[src/rtl/wdt_pkg.sv]
// Shared constants and types for the watchdog timer with postscaler
package wdt_pkg;

    // ------------------------------------------------------------
    // Register map (byte addresses on the Wishbone bus)
    // ------------------------------------------------------------
    localparam int         ADDR_W          = 4;
    localparam logic [3:0] OFS_CONTROL     = 4'h0;
    localparam logic [3:0] OFS_CONFIG_HIGH = 4'h4;
    localparam logic [3:0] OFS_STATUS      = 4'h8;
    localparam logic [3:0] OFS_COUNT       = 4'hC;

    // ------------------------------------------------------------
    // Field positions and reset values
    // ------------------------------------------------------------
    localparam int         CTRL_SW_EN_BIT  = 0;
    localparam int         CFG_EN_BIT      = 0;
    localparam int         CFG_PS_LSB      = 1;
    localparam int         CFG_PS_MSB      = 4;
    localparam int         STAT_TO_BIT     = 0;
    localparam int         STAT_RUN_BIT    = 1;
    localparam int         STAT_OSC_EN_BIT = 2;
    localparam logic       CTRL_RESET      = 1'h0;
    localparam logic [4:0] CFG_RESET       = 5'h1F;

    // ------------------------------------------------------------
    // Timing: base period counted in oscillator ticks
    // ------------------------------------------------------------
    localparam int         LFOSC_HZ        = 31250;
    localparam int         BASE_PERIOD_MS  = 4;
    localparam int         BASE_TICKS      = (LFOSC_HZ * BASE_PERIOD_MS) / 1000;
    localparam int         BASE_W          = 7;
    localparam logic [6:0] BASE_LAST       = 7'(BASE_TICKS - 1);
    localparam int         POST_W          = 16;
    localparam int         PS_W            = 4;
    localparam int         LONGEST_TO_MS   = 131072;

    // ------------------------------------------------------------
    // Types
    // ------------------------------------------------------------
    typedef struct packed {
        logic [3:0] wdt_postscale_select;
        logic       wdt_config_enable;
    } cfg_t;

    typedef struct packed {
        logic sleep_exec;
        logic clear_watchdog_instruction;
        logic clock_fail;
    } cpu_evt_t;

    typedef enum logic [1:0] {
        WDT_OFF = 2'h1,
        WDT_RUN = 2'h2
    } wdt_state_t;

endpackage

[src/rtl/watchdog_timer_with_postscaler.sv]
// Watchdog timer with base counter, 16-bit postscaler and Wishbone registers
`timescale 1ns/1ps

module watchdog_timer_with_postscaler
    import wdt_pkg::*;
(
    // Clock, reset and freeze
    input  wire logic              clock,
    input  wire logic              rstn,
    input  wire logic              ce,
    // Wishbone classic slave
    input  wire logic              wb_cyc_i,
    input  wire logic              wb_stb_i,
    input  wire logic              wb_we_i,
    input  wire logic [ADDR_W-1:0] wb_adr_i,
    input  wire logic [3:0]        wb_sel_i,
    input  wire logic [31:0]       wb_dat_i,
    output logic      [31:0]       wb_dat_o,
    output logic                   wb_ack_o,
    // Slow oscillator tick and its enable
    input  wire logic              lfosc_tick,
    output logic                   low_freq_internal_osc_en,
    // CPU and clock system events
    input  wire cpu_evt_t          cpu_evt,
    input  wire logic              in_sleep,
    input  wire logic [2:0]        internal_osc_freq_select,
    // Time-out outputs
    output logic                   wdt_timeout,
    output logic                   wdt_reset_req,
    output logic                   wdt_wake_req
);

    // ------------------------------------------------------------
    // Declarations
    // ------------------------------------------------------------
    logic              sw_en_ff;
    cfg_t              cfg_ff;
    logic              to_flag_ff;
    logic [BASE_W-1:0] base_cnt_ff;
    logic [POST_W-1:0] post_cnt_ff;
    logic [2:0]        osc_sel_ff;
    logic              osc_sel_vld_ff;
    wdt_state_t        state_ff;
    wdt_state_t        nxt_state;
    logic              ack_ff;
    logic [31:0]       rdata_ff;
    logic              timeout_ff;
    logic              reset_req_ff;
    logic              wake_req_ff;
    logic              wdt_run;
    logic              osc_change;
    logic              clear_cnt;
    logic              base_tick;
    logic              expire;
    logic              bus_req;
    logic              wr_lane0;
    logic [POST_W-1:0] tap_mask;

    // ------------------------------------------------------------
    // Helpers
    // ------------------------------------------------------------

    // Mask of postscaler bits that must all be set for tap n
    function automatic logic [POST_W-1:0] tap_of(input logic [PS_W-1:0] n);
        logic [POST_W-1:0] m;
        m = '0;
        for (int i = 0; i < POST_W - 1; i++) begin
            if (i < int'(n)) begin
                m[i] = 1'b1;
            end
        end
        return m;
    endfunction

    // Read mux shared by every mapped offset
    function automatic logic [31:0] read_word(
        input logic [ADDR_W-1:0] adr,
        input logic              sw_en,
        input cfg_t              cfg,
        input logic              to_flag,
        input logic              run,
        input logic [POST_W-1:0] post
    );
        logic [31:0] d;
        d = '0;
        case (adr)
            OFS_CONTROL: begin
                d[CTRL_SW_EN_BIT] = sw_en;
            end
            OFS_CONFIG_HIGH: begin
                d[CFG_PS_MSB:CFG_EN_BIT] = cfg;
            end
            OFS_STATUS: begin
                d[STAT_TO_BIT]     = to_flag;
                d[STAT_RUN_BIT]    = run;
                d[STAT_OSC_EN_BIT] = run;
            end
            OFS_COUNT: begin
                d[POST_W-1:0] = post;
            end
            default: begin
                d = '0;
            end
        endcase
        return d;
    endfunction

    // ------------------------------------------------------------
    // Enable and clear conditions
    // ------------------------------------------------------------

    // Config bit wins; software bit only counts while it is clear
    assign wdt_run = cfg_ff.wdt_config_enable | sw_en_ff;

    // Oscillator runs whenever the watchdog is on
    assign low_freq_internal_osc_en = wdt_run;

    // A compare before the first sample would fake a change
    assign osc_change = osc_sel_vld_ff &&
                        (internal_osc_freq_select != osc_sel_ff);

    // Every clearing source, the off state and a dropped enable zero both
    // counts; the enable term stops an expiry in the cycle the state lags
    assign clear_cnt = cpu_evt.sleep_exec
                     | cpu_evt.clear_watchdog_instruction
                     | osc_change
                     | cpu_evt.clock_fail
                     | (state_ff == WDT_OFF) | !wdt_run;

    // Base period ends on the last oscillator tick of 4 ms
    assign base_tick = (state_ff == WDT_RUN) && lfosc_tick &&
                       (base_cnt_ff == BASE_LAST);

    // Tap n expires after 2^n base periods
    assign tap_mask = tap_of(cfg_ff.wdt_postscale_select);

    // A clear in the same cycle beats the expiry
    assign expire = base_tick && !clear_cnt &&
                    ((post_cnt_ff & tap_mask) == tap_mask);

    // ------------------------------------------------------------
    // Bus decode
    // ------------------------------------------------------------
    assign bus_req  = wb_cyc_i && wb_stb_i && !ack_ff;
    assign wr_lane0 = bus_req && wb_we_i && wb_sel_i[0];

    // ------------------------------------------------------------
    // Run state
    // ------------------------------------------------------------

    // Next state follows the effective enable
    always_comb begin
        nxt_state = state_ff;
        case (state_ff)
            WDT_OFF: begin
                if (wdt_run) begin
                    nxt_state = WDT_RUN;
                end
            end
            WDT_RUN: begin
                if (!wdt_run) begin
                    nxt_state = WDT_OFF;
                end
            end
            default: begin
                nxt_state = WDT_OFF;
            end
        endcase
    end

    // State register
    always_ff @(posedge clock or negedge rstn) begin
        if (!rstn) begin
            state_ff <= WDT_OFF;
        end else if (ce) begin
            state_ff <= nxt_state;
        end
    end

    // ------------------------------------------------------------
    // Counters
    // ------------------------------------------------------------

    // Base counter counts oscillator ticks within one period
    always_ff @(posedge clock or negedge rstn) begin
        if (!rstn) begin
            base_cnt_ff <= '0;
        end else if (ce) begin
            if (clear_cnt) begin
                base_cnt_ff <= '0;
            end else if (lfosc_tick) begin
                if (base_cnt_ff == BASE_LAST) begin
                    base_cnt_ff <= '0;
                end else begin
                    base_cnt_ff <= base_cnt_ff + 7'h01;
                end
            end
        end
    end

    // Postscaler counts base periods; restarts on expiry
    always_ff @(posedge clock or negedge rstn) begin
        if (!rstn) begin
            post_cnt_ff <= '0;
        end else if (ce) begin
            if (clear_cnt || expire) begin
                post_cnt_ff <= '0;
            end else if (base_tick) begin
                post_cnt_ff <= post_cnt_ff + 16'h0001;
            end
        end
    end

    // Last seen frequency select, taken after reset release
    always_ff @(posedge clock or negedge rstn) begin
        if (!rstn) begin
            osc_sel_ff     <= 3'h0;
            osc_sel_vld_ff <= 1'b0;
        end else if (ce) begin
            osc_sel_ff     <= internal_osc_freq_select;
            osc_sel_vld_ff <= 1'b1;
        end
    end

    // ------------------------------------------------------------
    // Time-out outputs
    // ------------------------------------------------------------

    // One pulse per expiry; sleep picks wake instead of reset
    always_ff @(posedge clock or negedge rstn) begin
        if (!rstn) begin
            timeout_ff   <= 1'b0;
            reset_req_ff <= 1'b0;
            wake_req_ff  <= 1'b0;
        end else if (ce) begin
            timeout_ff   <= expire;
            reset_req_ff <= expire && !in_sleep;
            wake_req_ff  <= expire && in_sleep;
        end
    end

    assign wdt_timeout   = timeout_ff;
    assign wdt_reset_req = reset_req_ff;
    assign wdt_wake_req  = wake_req_ff;

    // ------------------------------------------------------------
    // Registers
    // ------------------------------------------------------------

    // Software enable; upper bits are not stored
    always_ff @(posedge clock or negedge rstn) begin
        if (!rstn) begin
            sw_en_ff <= CTRL_RESET;
        end else if (ce) begin
            if (wr_lane0 && wb_adr_i == OFS_CONTROL) begin
                sw_en_ff <= wb_dat_i[CTRL_SW_EN_BIT];
            end
        end
    end

    // Configuration byte holds tap select and hard enable
    always_ff @(posedge clock or negedge rstn) begin
        if (!rstn) begin
            cfg_ff <= CFG_RESET;
        end else if (ce) begin
            if (wr_lane0 && wb_adr_i == OFS_CONFIG_HIGH) begin
                cfg_ff <= wb_dat_i[CFG_PS_MSB:CFG_EN_BIT];
            end
        end
    end

    // Time-out flag: write one clears, a new expiry wins
    always_ff @(posedge clock or negedge rstn) begin
        if (!rstn) begin
            to_flag_ff <= 1'b0;
        end else if (ce) begin
            if (expire) begin
                to_flag_ff <= 1'b1;
            end else if (wr_lane0 && wb_adr_i == OFS_STATUS &&
                         wb_dat_i[STAT_TO_BIT]) begin
                to_flag_ff <= 1'b0;
            end
        end
    end

    // ------------------------------------------------------------
    // Wishbone answer
    // ------------------------------------------------------------

    // Ack one cycle after the request, dropped the cycle after;
    // this costs a wait state but keeps read data registered
    always_ff @(posedge clock or negedge rstn) begin
        if (!rstn) begin
            ack_ff   <= 1'b0;
            rdata_ff <= '0;
        end else if (ce) begin
            ack_ff <= bus_req;
            if (bus_req && !wb_we_i) begin
                rdata_ff <= read_word(wb_adr_i, sw_en_ff, cfg_ff,
                                      to_flag_ff, wdt_run, post_cnt_ff);
            end else begin
                rdata_ff <= '0;
            end
        end
    end

    assign wb_ack_o = ack_ff;
    assign wb_dat_o = rdata_ff;

endmodule

[config.mk]
export PLATFORM = sky130hd
export DESIGN_NAME = watchdog_timer_with_postscaler
export DESIGN_NICKNAME = d
export VERILOG_FILES = /design/src/rtl/wdt_pkg.sv /design/src/rtl/watchdog_timer_with_postscaler.sv
export SDC_FILE = /design/constraint.sdc
export NUM_CORES = 1
export LEC_CHECK = 0
export ABC_CLOCK_PERIOD_IN_PS = 4420
export BUFFER_PORTS_ARGS = -buffer_cell sky130_fd_sc_hd__buf_2
export CORE_MARGIN = 1
export CORE_UTILIZATION = 55
export DETAILED_ROUTE_END_ITERATION = 7
export PLACE_DENSITY = 0.83
export SLEW_MARGIN = 40
export SYNTH_ARGS = -nofsm -noshare
export SYNTH_HDL_FRONTEND = slang
export SYNTH_SLANG_ARGS = --single-unit
[constraint.sdc]
create_clock -name clock -period 4.42 [get_ports clock]
set_clock_uncertainty 0.2 [all_clocks]
set_input_delay 0 -clock clock [delete_from_list [all_inputs] [get_ports clock]]
set_output_delay 0 -clock clock [all_outputs]
set_load 0.05 [all_outputs]
## Word level (Yosys, flattened, before mapping)

Index checks and enable logic that the tools add are counted.

| storage, ports and cells | value |
|---|---|
| flip-flop bits (word level) | 72 |
| output and inout bits | 37 |

| cells by class | value |
|---|---|
| $add $sub $neg | 2 |
| $lt $le $gt $ge | 15 |
| equality and inequality tests | 10 |
| muxes and demuxes | 30 |
| bitwise logic cells | 7 |
| reductions and logical operators | 32 |

Operators by type and width:

| kind | number |
|---|---|
| two-way mux 16 bit | 3 |
| less-than comparator 4 bit, first input constant | 7 |
| two-way mux 7 bit | 3 |
| two-way mux 1 bit | 17 |
| adder 16 x 1 -> 16 bit, second input constant | 1 |
| bitwise AND 16 x 15 -> 16 bit | 1 |
| == test 16 x 15 -> 1 bit | 1 |
| logical AND 1 bit | 16 |
| less-than comparator 3 x 4 -> 1 bit, first input constant | 4 |
| two-way mux 11 bit | 1 |
| AND reduction 2 bit | 5 |
| == test 4 bit, second input constant | 2 |
| less-than comparator 1 x 4 -> 1 bit, first input constant | 2 |
| less-than comparator 2 x 4 -> 1 bit, first input constant | 2 |
| one-hot mux 2 bit (2 select lines) | 2 |
| adder 7 x 1 -> 7 bit, second input constant | 1 |
| == test 7 bit, second input constant | 1 |
| OR 1 bit | 6 |
| one-hot mux 2 bit (3 select lines) | 1 |
| nonzero test 2 bit | 3 |
| zero test 1 bit | 5 |
| == test 4 x 3 -> 1 bit, second input constant | 1 |
| zero test 4 bit | 1 |
| two-way mux 2 bit | 2 |
| 7 further kinds | 8 |

## Longest topological paths before layout

Gate-level depths: netlist (run 1).

| logic depth | value |
|---|---|
| word-level depth | 12 |
| depth in mapped cells | 10 |
| depth with buffers taken out | 9 |

## Worst setup path after synthesis (run 1)

Ideal clock, no wire load.

| timing | value |
|---|---|
| path kind | reg2reg |
| start | register cfg_ff[0] (netlist name) |
| end | register post_cnt_ff[13] |
| library setup time | 0.120 ns |
| arrival time | 1.944 ns |
| required time | 4.100 ns |
| setup slack | 2.156 ns |
| stages on the path, launching flop included | 10 |
| path buffers | 1 |
| cells stage by stage | dfstp_2 > nor2_2 > clkinv_1 > a31oi_1 > or3_1 > buf_6 > and2_4 > and3_4 > xnor2_1 > nor2_1 |

| between the ends | value |
|---|---|
| word-level cells in the longest chain between the ends | 9 |

RTL lines:

| what | RTL line | RTL |
|---|---|---|
| start, declared | watchdog_timer_with_postscaler.sv:37 | `cfg_t cfg_ff;` |
| start signal, assigned | watchdog_timer_with_postscaler.sv:267 | `cfg_ff <= wb_dat_i[CFG_PS_MSB:CFG_EN_BIT];` |
| OR 1 bit (*) | watchdog_timer_with_postscaler.sv:113 | `assign wdt_run = cfg_ff.wdt_config_enable \| sw_en_ff;` |
| net low_freq_internal_osc_en | watchdog_timer_with_postscaler.sv:22 | `output logic low_freq_internal_osc_en,` |
| zero test 1 bit (*) | n/a |  |
| OR 1 bit (*) | watchdog_timer_with_postscaler.sv:128 | `\| (state_ff == WDT_OFF) \| !wdt_run;` |
| zero test 1 bit | watchdog_timer_with_postscaler.sv:138 | `assign expire = base_tick && !clear_cnt &&` |
| logical AND 1 bit (2 in series) | watchdog_timer_with_postscaler.sv:138 |  |
| logical OR 1 bit (*) | watchdog_timer_with_postscaler.sv:206 | `if (clear_cnt \|\| expire) begin` |
| nonzero test 2 bit (no line) | n/a |  |
| AND reduction 2 bit (no line) | n/a |  |
| end signal, assigned | watchdog_timer_with_postscaler.sv:209 | `post_cnt_ff <= post_cnt_ff + 16'h0001;` |
| end, declared | watchdog_timer_with_postscaler.sv:40 | `logic [POST_W-1:0] post_cnt_ff;` |

The timed path passes the listed nets; every way through them passes the cells marked *.
A chain may end at the register's enable or synchronous reset.

## Worst setup path after layout (run 1)

| timing | value |
|---|---|
| start | input port ce |
| end | register to_flag_ff |

| between the ends | value |
|---|---|
| word-level cells in the longest chain between the ends | 1 |

RTL lines:

| what | RTL line | RTL |
|---|---|---|
| start, declared | watchdog_timer_with_postscaler.sv:10 | `input wire logic ce,` |
| AND reduction 2 bit (no line) | n/a |  |
| end signal, assigned | watchdog_timer_with_postscaler.sv:275 | `to_flag_ff <= 1'b0;` |
| end signal, assigned | watchdog_timer_with_postscaler.sv:278 | `to_flag_ff <= 1'b1;` |
| end signal, assigned | watchdog_timer_with_postscaler.sv:281 | `to_flag_ff <= 1'b0;` |
| end, declared | watchdog_timer_with_postscaler.sv:38 | `logic to_flag_ff;` |

Every way passes these cells.

==> impl_metrics.toml, run 1 <==
[logic_synthesis]
synth_seq_cells = 56
synth_area_leaders = "dfrtp_1 42%, dfstp_2 5.3%, buf_4 4.5%"
yosysWarnings = 0
syn_area_um2 = 2970
yosysTopAreaCell = "dfrtp_1"
synth_cells = 285
seq_area_frac_synth = 0.474
synth_top_flop_cell = "dfrtp_1"
async_reset_ff_frac = 1.00
yosysUniqueCellTypes = 55
yosysTopAreaCellShare = 0.421
avgSynthCellArea_um2 = 10.4
synth_edf_count = 0

[drt]
vias = 2327
routedWlPerCell_um = 14.4
top_layer = "met4"
dr_wl_met3_um = 228
vias_per_cell = 5.54
ant_nets = 0
met1Wirelength_um = 2760
dr_wl_met2_um = 2990
drtPass1Iterations = 4
drc = 0
routed_wl_um = 6040
first_iter_violations = 131

[pwr]
vdd_drop_max_mv = 0.183
p_sw_mw = 0.259
power_density_nw_per_um2 = 268
power_frac_comb = 0.132
p_sw_frac = 0.277
seqPwrFrac = 0.568
p_leak_nw = 1.57
power_frac_clock = 0.301
p_int_mw = 0.675

[status]
outcome = "finished clean"

[clock_tree]
htree_num_levels = 2
path_clk_slew_ps = 100
clockRootBuffer = "clkbuf_8"
clock_latency_ps = 310
cts.sinks = 56
cts_buffers = 5
cts_resized = 0
cts_tree = "built"
clk_path_buf_depth = 2

[worst_setup_path]
worstPathArrival_ps = 2850
endpoint_kind = "register"
crit_family = "buffers and inverters"
crit_slowest_cell = "dlygate4sd3_1"
path_cells = "dlygate4sd3_1 -> buf_2 -> nand4_1 -> nor3_1 -> nand3_1 -> dlygate4sd3_1 -> o21ai_0 -> dlygate4sd3_1 -> nand2_1"
cp_max_fo = 17
max_stage_delay_ps = 600
required_ps = 4420
criticalPathCategory = "in2reg"
cp.buffers_inverters = 4
crit_path_frequent_cell = "dlygate4sd3_1"
cp-start-kind = "input port"

[final_layout]
final_util = 0.675
mostFrequentLayoutCell = "dfrtp_1"
nets = 406
num_antenna_cells = 0
drive_above_1_share = 0.246
area_growth_pct = 17.3
mostFrequentLayoutCells = "50 x dfrtp_1, 44 x buf_2, 25 x nor2_1"
fin_area_um2 = 3490

[floorplanning]
io_pins = 91
start_util = 0.575
die_area_um2 = 5710
die_w_um = 75.5
die_y_um = 75.5
coreArea_um2 = 5170
rows = 26

[global_route]
antenna_found_initial = 0
grt_pass1_vias = 2239
grt_usage = 0.231
grt_max_degree = 57
grt-ovfl-total = 0
grt_pass1_wl_um = 9870

[timing]
period_share = 0.644
tightest_slew_ps = 700
hold_viol = 0
max_freq_mhz = 352
tns_ps = 0
setup_violations = 0
setup_ws_ps = 1580
rsz0062_at_grt = "no"
fin_crit_ps = 2840
relSlewSlack = 0.533
slew_violations = 0

[placed_design]
dp_slack_ps = 2150
place_area_um2 = 3160
portBuffers = 44
hpwlAfterDp_um = 4080
place_congestion = 0.896

[run]
maxCapViolCount = 0

[hold_path]
hold_class = "in2reg"
==> metal layers <==
metal / GRT usage / up-vias
met5: 0 / -
met4: 0.0576 / 0
met3: 0.0450 / 7
met2: 0.402 / 69
met1: 0.297 / 1137
li1: - / 1114
==> worst paths after layout <==
kind                       depth (start not counted)                          to                      from  slack [ps]
max                                                9      to_flag_ff$_DFFE_PN0P_                        ce        1580
min                                                6  post_cnt_ff[0]$_DFFE_PN0P_                cpu_evt[0]          60
max reg2reg                                        8      to_flag_ff$_DFFE_PN0P_      wb_ack_o$_DFFE_PN0P_        1670
min reg2reg                                        1    wdt_wake_req$_DFFE_PN0P_  wdt_wake_req$_DFFE_PN0P_         300
max in group asynchronous                          3  base_cnt_ff[3]$_DFFE_PN0P_                      rstn        3400
min in group asynchronous                          3     wb_dat_o[0]$_DFFE_PN0P_                      rstn         120
==> power by group through the flow <==
stage               Clock (mW)  Sequential [mW]  Combinational (mW)
floorplan                    0            0.540              0.0897
global placement             0            0.539               0.107
detailed placement           0            0.540               0.109
CTS                      0.287            0.530               0.123
global route             0.307            0.531               0.135
finish                   0.281            0.530               0.123
==> synth_stat cells (3+ instances only) <==
master     instances
a21oi_1            5
a22o_1            13
a31oi_1            3
and2_1             3
and3_1             4
buf_4             18
clkbuf_1           6
dfrtp_1           50
dfstp_2            6
ha_1               3
inv_1              8
mux2_2            11
nand2_1           15
nand2b_1           3
nand3_1           11
nand4_1            8
nor2_1            25
nor2b_1            3
nor3_1             6
o211ai_1           3
o21a_1             3
o21ai_0           14
o2bb2ai_1          7
xnor2_1            8
xor2_1            11
==> worst reg2reg max path: stages, from the launching register on <==
cell,delay [ps]
dfrtp_1,400
inv_1,80
nand4_1,200
nor3_1,200
nand3_1,170
dlygate4sd3_1,600
o21ai_0,170
dlygate4sd3_1,580
nand2_1,60
==> cells by family (layout without fill, tap and decap cells) <==
group | count (synthesis) | in the layout | synth area share
buffers and inverters | 37 | 87 | 0.0749
other | 1 | 16 | 0.00126
DFF | 56 | 56 | 0.474
adders and majority gates | 3 | 3 | 0.0126
AOI/OAI and AO/OA | 57 | 57 | 0.141
xor gates and xnor gates | 19 | 19 | 0.0560
muxes | 14 | 14 | 0.0560
and+or+nand+nor | 98 | 98 | 0.185
==> state kept, by name, summed over array words and instances (netlist names), 2 cells and up <==
register,cells
post_cnt_ff,16
wb_dat_o,16
state_ff,2
osc_sel_ff,3
cfg_ff,5
base_cnt_ff,7
==> metrics by stage <==
stage / hold slack [ps] / cells / total power, mW
2_1_floorplan: -496 / 300 / 0.629
3_3_place_gp: -33.5 / 388 / 0.646
3_5_place_dp: -23.6 / 388 / 0.649
4_1_cts: 56.0 / 420 / 0.940
5_1_grt: 64.1 / 420 / 0.973
6_report: 63.0 / 420 / 0.934
==> what timing repair did <==
action                                 CTS  global route
buffers inserted                         0             0
endpoints found under the hold margin   75             0
hold buffers                            24             0
==> final cells by class <==
type	count	area [um2]
Clock buffer	6	72.6
Clock inverter	2	16.3
Fill cell	385	1680
Inverter	10	37.5
Multi-Input combinational cell	207	1400
Sequential cell	56	1410
Tap cell	70	87.6
Timing Repair Buffer	69	468
Power figures use the tool's default switching activity.
==> inputs of run 2 (changes only) <==
--- a/config.mk
+++ b/config.mk
@@ -5,12 +5,12 @@
 export SDC_FILE = /design/constraint.sdc
 export NUM_CORES = 1
 export LEC_CHECK = 0
-export ABC_CLOCK_PERIOD_IN_PS = 4420
+export ABC_CLOCK_PERIOD_IN_PS = 2770
 export BUFFER_PORTS_ARGS = -buffer_cell sky130_fd_sc_hd__buf_2
 export CORE_MARGIN = 1
-export CORE_UTILIZATION = 55
+export CORE_UTILIZATION = 51
 export DETAILED_ROUTE_END_ITERATION = 7
-export PLACE_DENSITY = 0.83
+export PLACE_DENSITY = 0.77
 export SLEW_MARGIN = 40
 export SYNTH_ARGS = -nofsm -noshare
 export SYNTH_HDL_FRONTEND = slang
==> constraint.sdc (replaced) <==
create_clock -name clock -period 2.77 [get_ports clock]
set_clock_uncertainty 0.2 [all_clocks]
set_input_delay 0 -clock clock [delete_from_list [all_inputs] [get_ports clock]]
set_output_delay 0 -clock clock [all_outputs]
set_load 0.05 [all_outputs]
==> run 2 against run 1 <==
Non-clock buffer count is 1 higher. Sequential power grew 60%. Die area grew 7.6%. Largest power group unchanged. Via count fell by 0.69%. Highest routed layer unchanged. Register-to-register slack worse by 1500 ps. Sequential cell count stayed put. Clock-buffer cell count stayed put. Sequential share of layout area is 0.74 points lower. Critical path type unchanged. Total power rose by 79%. Cell count up 0.71%. Clock power is 120% higher. Largest cell class unchanged. First-iteration DRC count increased by 9.2%. Critical endpoint is now wb_dat_o[4]$_DFFE_PN0P_.
==> impl_metrics.toml, run 2 (synthesis results as in run 1) <==
[status]
outcome = "finished clean"

[clock_tree]
clockRootBuffer = "clkbuf_8"
cts_setup_buffers = 0
cts_tree = "built"
clk_path_buf_depth = 2
cts.sinks = 56
path_clk_slew_ps = 100
clock_latency_ps = 310
cts_buffers = 5
htree_num_levels = 2

[final_layout]
fill_cells = 439
drive_above_1_share = 0.248
nets = 407
mostFrequentLayoutCells = "50 x dfrtp_1, 43 x buf_2, 25 x nor2_1, 25 x dlygate4sd3_1, 16 x conb_1"
fin_area_um2 = 3550
num_antenna_cells = 0
mostFrequentLayoutCell = "dfrtp_1"
area_growth_pct = 19.5

[drt]
ant_nets = 0
vias_per_cell = 5.46
vias = 2311
first_iter_violations = 143
routed_wl_um = 6250
routedWlPerCell_um = 14.8
drtPass1Iterations = 4
drc = 0

[timing]
setup_ws_ps = 93.7
period_share = 0.966
tightest_slew_ps = 559
tns_ps = 0
slew_violations = 0
setup_violations = 0
max_freq_mhz = 374
fin_crit_ps = 2680
hold_viol = 0
relSlewSlack = 0.628

[worst_setup_path]
required_ps = 2820
cp_max_fo = 17
worstPathArrival_ps = 2730
criticalPathCategory = "in2reg"
cp-start-kind = "input port"
endpoint_kind = "register"

[run]
maxCapViolCount = 0

[placed_design]
place_area_um2 = 3160
portBuffers = 44
dp_slack_ps = 488
hpwlAfterDp_um = 4200
place_congestion = 0.850

[pwr]
vdd_drop_max_mv = 0.259
p_leak_nw = 1.61
power_density_nw_per_um2 = 469

[floorplanning]
die_y_um = 78.4
die_w_um = 78.4
rows = 27
start_util = 0.534
die_area_um2 = 6140
io_pins = 91
coreArea_um2 = 5570

[global_route]
grt_pass1_vias = 2219
grt_usage = 0.216
antenna_found_initial = 0
grt_pass1_wl_um = 10200
grt-ovfl-total = 0
grt_max_degree = 34

[hold_path]
hold_class = "in2async"
[run 2: critical path, stage by stage]
cell and delay (ps):
dlygate4sd3_1 520, clkbuf_4 250, nand4_1 220, nor4_2 290, dlygate4sd3_1 670, nand2_1 90
o2bb2ai_1 130, dlygate4sd3_1 550
[run 2: metrics by stage]
step	instances	hold WS [ps]	power [mW]	utilization
6_report	423	4.58	1.67	0.638
5_1_grt	423	64.5	1.74	0.638
4_1_cts	423	11.5	1.68	0.636
3_5_place_dp	390	-182	1.04	0.567
3_3_place_gp	390	-189	1.03	0.567
2_1_floorplan	300	-496	1.00	-
[run 2: final timing paths]
| check | cells after the start | end | slack [ps] | startpoint |
|---|---|---|---|---|
| setup / recovery | 8 | wb_dat_o[4]$_DFFE_PN0P_ | 90 | ce |
| hold / removal | 2 | post_cnt_ff[7]$_DFFE_PN0P_ | 5 | rstn |
| setup reg to reg | 7 | wb_dat_o[4]$_DFFE_PN0P_ | 140 | wb_ack_o$_DFFE_PN0P_ |
| hold reg to reg | 1 | wdt_wake_req$_DFFE_PN0P_ | 300 | wdt_wake_req$_DFFE_PN0P_ |
| max in group asynchronous | 3 | cfg_ff[2]$_DFFE_PN1P_ | 1500 | rstn |
| min in group clock | 4 | sw_en_ff$_DFFE_PN0P_ | 40 | wb_sel_i[0] |
[run 2: per-layer routing]
metal,global-route usage,share of wire,vias up
met5,0,0,-
met3,0.0419,0.041,8
met4,0.0926,0.011,0
met2,0.353,0.49,77
li1,-,-,1106
met1,0.279,0.46,1120
[run 2: cell type report]
cell class,count,area [um2],area share
Sequential cell,56,1410,0.396
Multi-Input combinational cell,207,1410,0.395
Timing Repair Buffer,70,480,0.135
Tap cell,72,90.1,0.0253
Clock buffer,6,72.6,0.0204
Clock inverter,2,60.1,0.0169
Inverter,10,37.5,0.0106
[run 2: power breakdown]
part / switching [mW] / internal (mW)
combinational: 0.136 / 0.0689
clock: 0.256 / 0.361
sequential: 0.0133 / 0.833
[run 2: timing repair]
action | in CTS | in global routing
endpoints found under the setup margin | 0 | 1
resized for setup | 0 | 2
hold buffers | 25 | 0
endpoints found under the hold margin | 47 | 0
==> inputs of run 3 (changes only) <==
==> constraint.sdc (replaced) <==
create_clock -name clock -period 2.77 [get_ports clock]
set_clock_uncertainty 0.2 [all_clocks]
set_input_delay 0.4155 -clock clock [delete_from_list [all_inputs] [get_ports clock]]
set_output_delay 0.4155 -clock clock [all_outputs]
set_load 0.05 [all_outputs]
==> run 3 against run 2 <==
Utilization fell by 4.3 points. Highest routed layer unchanged. Sequential power barely moved. Fmax rose by 16%. Combinational power fell by 14%. Total power fell by 4.6%. Sequential share of layout area rose by 2.8 points. Cell count fell by 5.0%. Global-route usage fell by 1.1 points. Routed wire length fell by 7.8%. Sequential cell count did not move. Final area fell by 6.7%. Largest power group unchanged. Die area did not move.
==> impl_metrics.toml, run 3 (synthesis results as in run 1) <==
[worst_setup_path]
endpoint_kind = "register"
crit_cells = 9
required_ps = 2770
rr_worst_depth = 9
crit_slowest_cell = "or3_1"
cp_max_fo = 7
crit_family = "simple AND/OR/NAND/NOR gates"
max_stage_delay_ps = 500
path_cells = "inv_1 -> ha_1 -> nand2_1 -> nor4_2 -> or3_1 -> and2_4 -> and3_4 -> xnor2_1 -> nor2_1"
criticalPathCategory = "reg2reg"
cp-start-kind = "register"
worstPathArrival_ps = 2310
rrSetupSlack_ps = 460
reg2reg_from = "base_cnt_ff[0]$_DFFE_PN0P_"
r2r_end = "post_cnt_ff[13]$_DFFE_PN0P_"
cp.buffers_inverters = 1

[placed_design]
place_congestion = 0.847
portBuffers = 44
place_area_um2 = 3190
hpwlAfterDp_um = 4250

[hold_path]
hold_class = "in2reg"
min_from = "in_sleep"
whs_path_depth = 2
min_to = "wdt_reset_req$_DFFE_PN0P_"

[floorplanning]
die_area_um2 = 6140
die_w_um = 78.4
coreArea_um2 = 5570
die_y_um = 78.4
io_pins = 91
start_util = 0.534
rows = 27

[drt]
routedWlPerCell_um = 14.3
ant_nets = 0
drc = 0
vias = 2228
routed_wl_um = 5770
drtPass1Iterations = 4
vias_per_cell = 5.54
first_iter_violations = 138

[final_layout]
drive_above_1_share = 0.273
mostFrequentLayoutCells = "50 x dfrtp_1, 44 x buf_2, 25 x nor2_1"
fin_area_um2 = 3320
nets = 386
num_antenna_cells = 0
mostFrequentLayoutCell = "dfrtp_1"
area_growth_pct = 11.5
fill_cells = 484

[timing]
setup_violations = 0
rsz0062_at_grt = "no"
whs_ps = 66.5
max_freq_mhz = 433
slew_violations = 0
fin_crit_ps = 2310
hold_viol = 0
period_share = 0.834
tns_ps = 0

[global_route]
grt-ovfl-total = 0
grt_pass1_vias = 2136
antenna_found_initial = 0
grt_max_degree = 23
grt_usage = 0.205
grt_pass1_wl_um = 9960

[clock_tree]
clk_path_buf_depth = 2
cts_setup_buffers = 0
path_clk_slew_ps = 100
cts.sinks = 56
cts_buffers = 5
clockRootBuffer = "clkbuf_8"
clock_latency_ps = 320
cts_tree = "built"
htree_num_levels = 2

[pwr]
power_density_nw_per_um2 = 479
p_leak_nw = 1.52
vdd_drop_max_mv = 0.226

[run]
maxCapViolCount = 0

[status]
outcome = "finished clean"
## run 3: cell count changes in the layout (fill, tap and decap cells not counted), sizes merged
cell,change
dlygate4sd3,-24
clkinv,+1
bufinv,-1
buf,+4
clkbuf,-1
## run 3: cell type report
type | count | area (um2) | share of cell area
tap | 72 | 90.1 | 0.0272
clock inverter | 2 | 38.8 | 0.0117
multi-input combinational | 207 | 1400 | 0.422
timing repair buffer | 49 | 260 | 0.0785
inverter | 10 | 37.5 | 0.0113
clock buffer | 6 | 82.6 | 0.0249
sequential | 56 | 1410 | 0.425
## run 3: metrics by stage
step | total power [mW] | utilization | setup slack, ps | instances
3_5_place_dp | 1.04 | 0.571 | 410 | 393
6_report | 1.59 | 0.595 | 461 | 402
3_3_place_gp | 1.03 | 0.571 | 438 | 393
2_1_floorplan | 1.00 | - | 506 | 300
4_1_cts | 1.60 | 0.595 | 460 | 402
5_1_grt | 1.65 | 0.595 | 257 | 402
## run 3: how the worst max path moves through the flow
stage	slack (ps)	startpoint	endpoint
6_report	460	base_cnt_ff[0]$_DFFE_PN0P_	post_cnt_ff[13]$_DFFE_PN0P_
3_3_place_gp	440	ce	cfg_ff[0]$_DFFE_PN1P_
2_1_floorplan	510	cfg_ff[0]$_DFFE_PN1P_	post_cnt_ff[13]$_DFFE_PN0P_
4_1_cts	460	base_cnt_ff[0]$_DFFE_PN0P_	post_cnt_ff[12]$_DFFE_PN0P_
5_1_grt	260	base_cnt_ff[0]$_DFFE_PN0P_	post_cnt_ff[5]$_DFFE_PN0P_
3_5_place_dp	410	ce	cfg_ff[4]$_DFFE_PN1P_
## run 3: timing repair
item / 4_1_cts / 5_1_grt
hold endpoints to repair: 12 / 0
hold buffers: 1 / 0
resized for setup: 0 / 0
## run 3: power by group
group          switching [mW]  leakage (nW)  internal (mW)
Sequential             0.0131         0.748          0.833
Clock                   0.271        0.0614          0.296
Combinational           0.129         0.710         0.0485
## run 3: worst reg2reg max path, stage by stage (launching register included)
cell and delay (ps):
dfrtp_1 450, inv_1 90, ha_1 210, nand2_1 110, nor4_2 70, or3_1 500
and2_4 220, and3_4 180, xnor2_1 120, nor2_1 50
## run 3: metal layers
layer | GRT usage | routed length (um)
met4 | 0.0667 | 57
met5 | 0 | 0
met3 | 0.0442 | 269
met1 | 0.268 | 2670
met2 | 0.339 | 2770
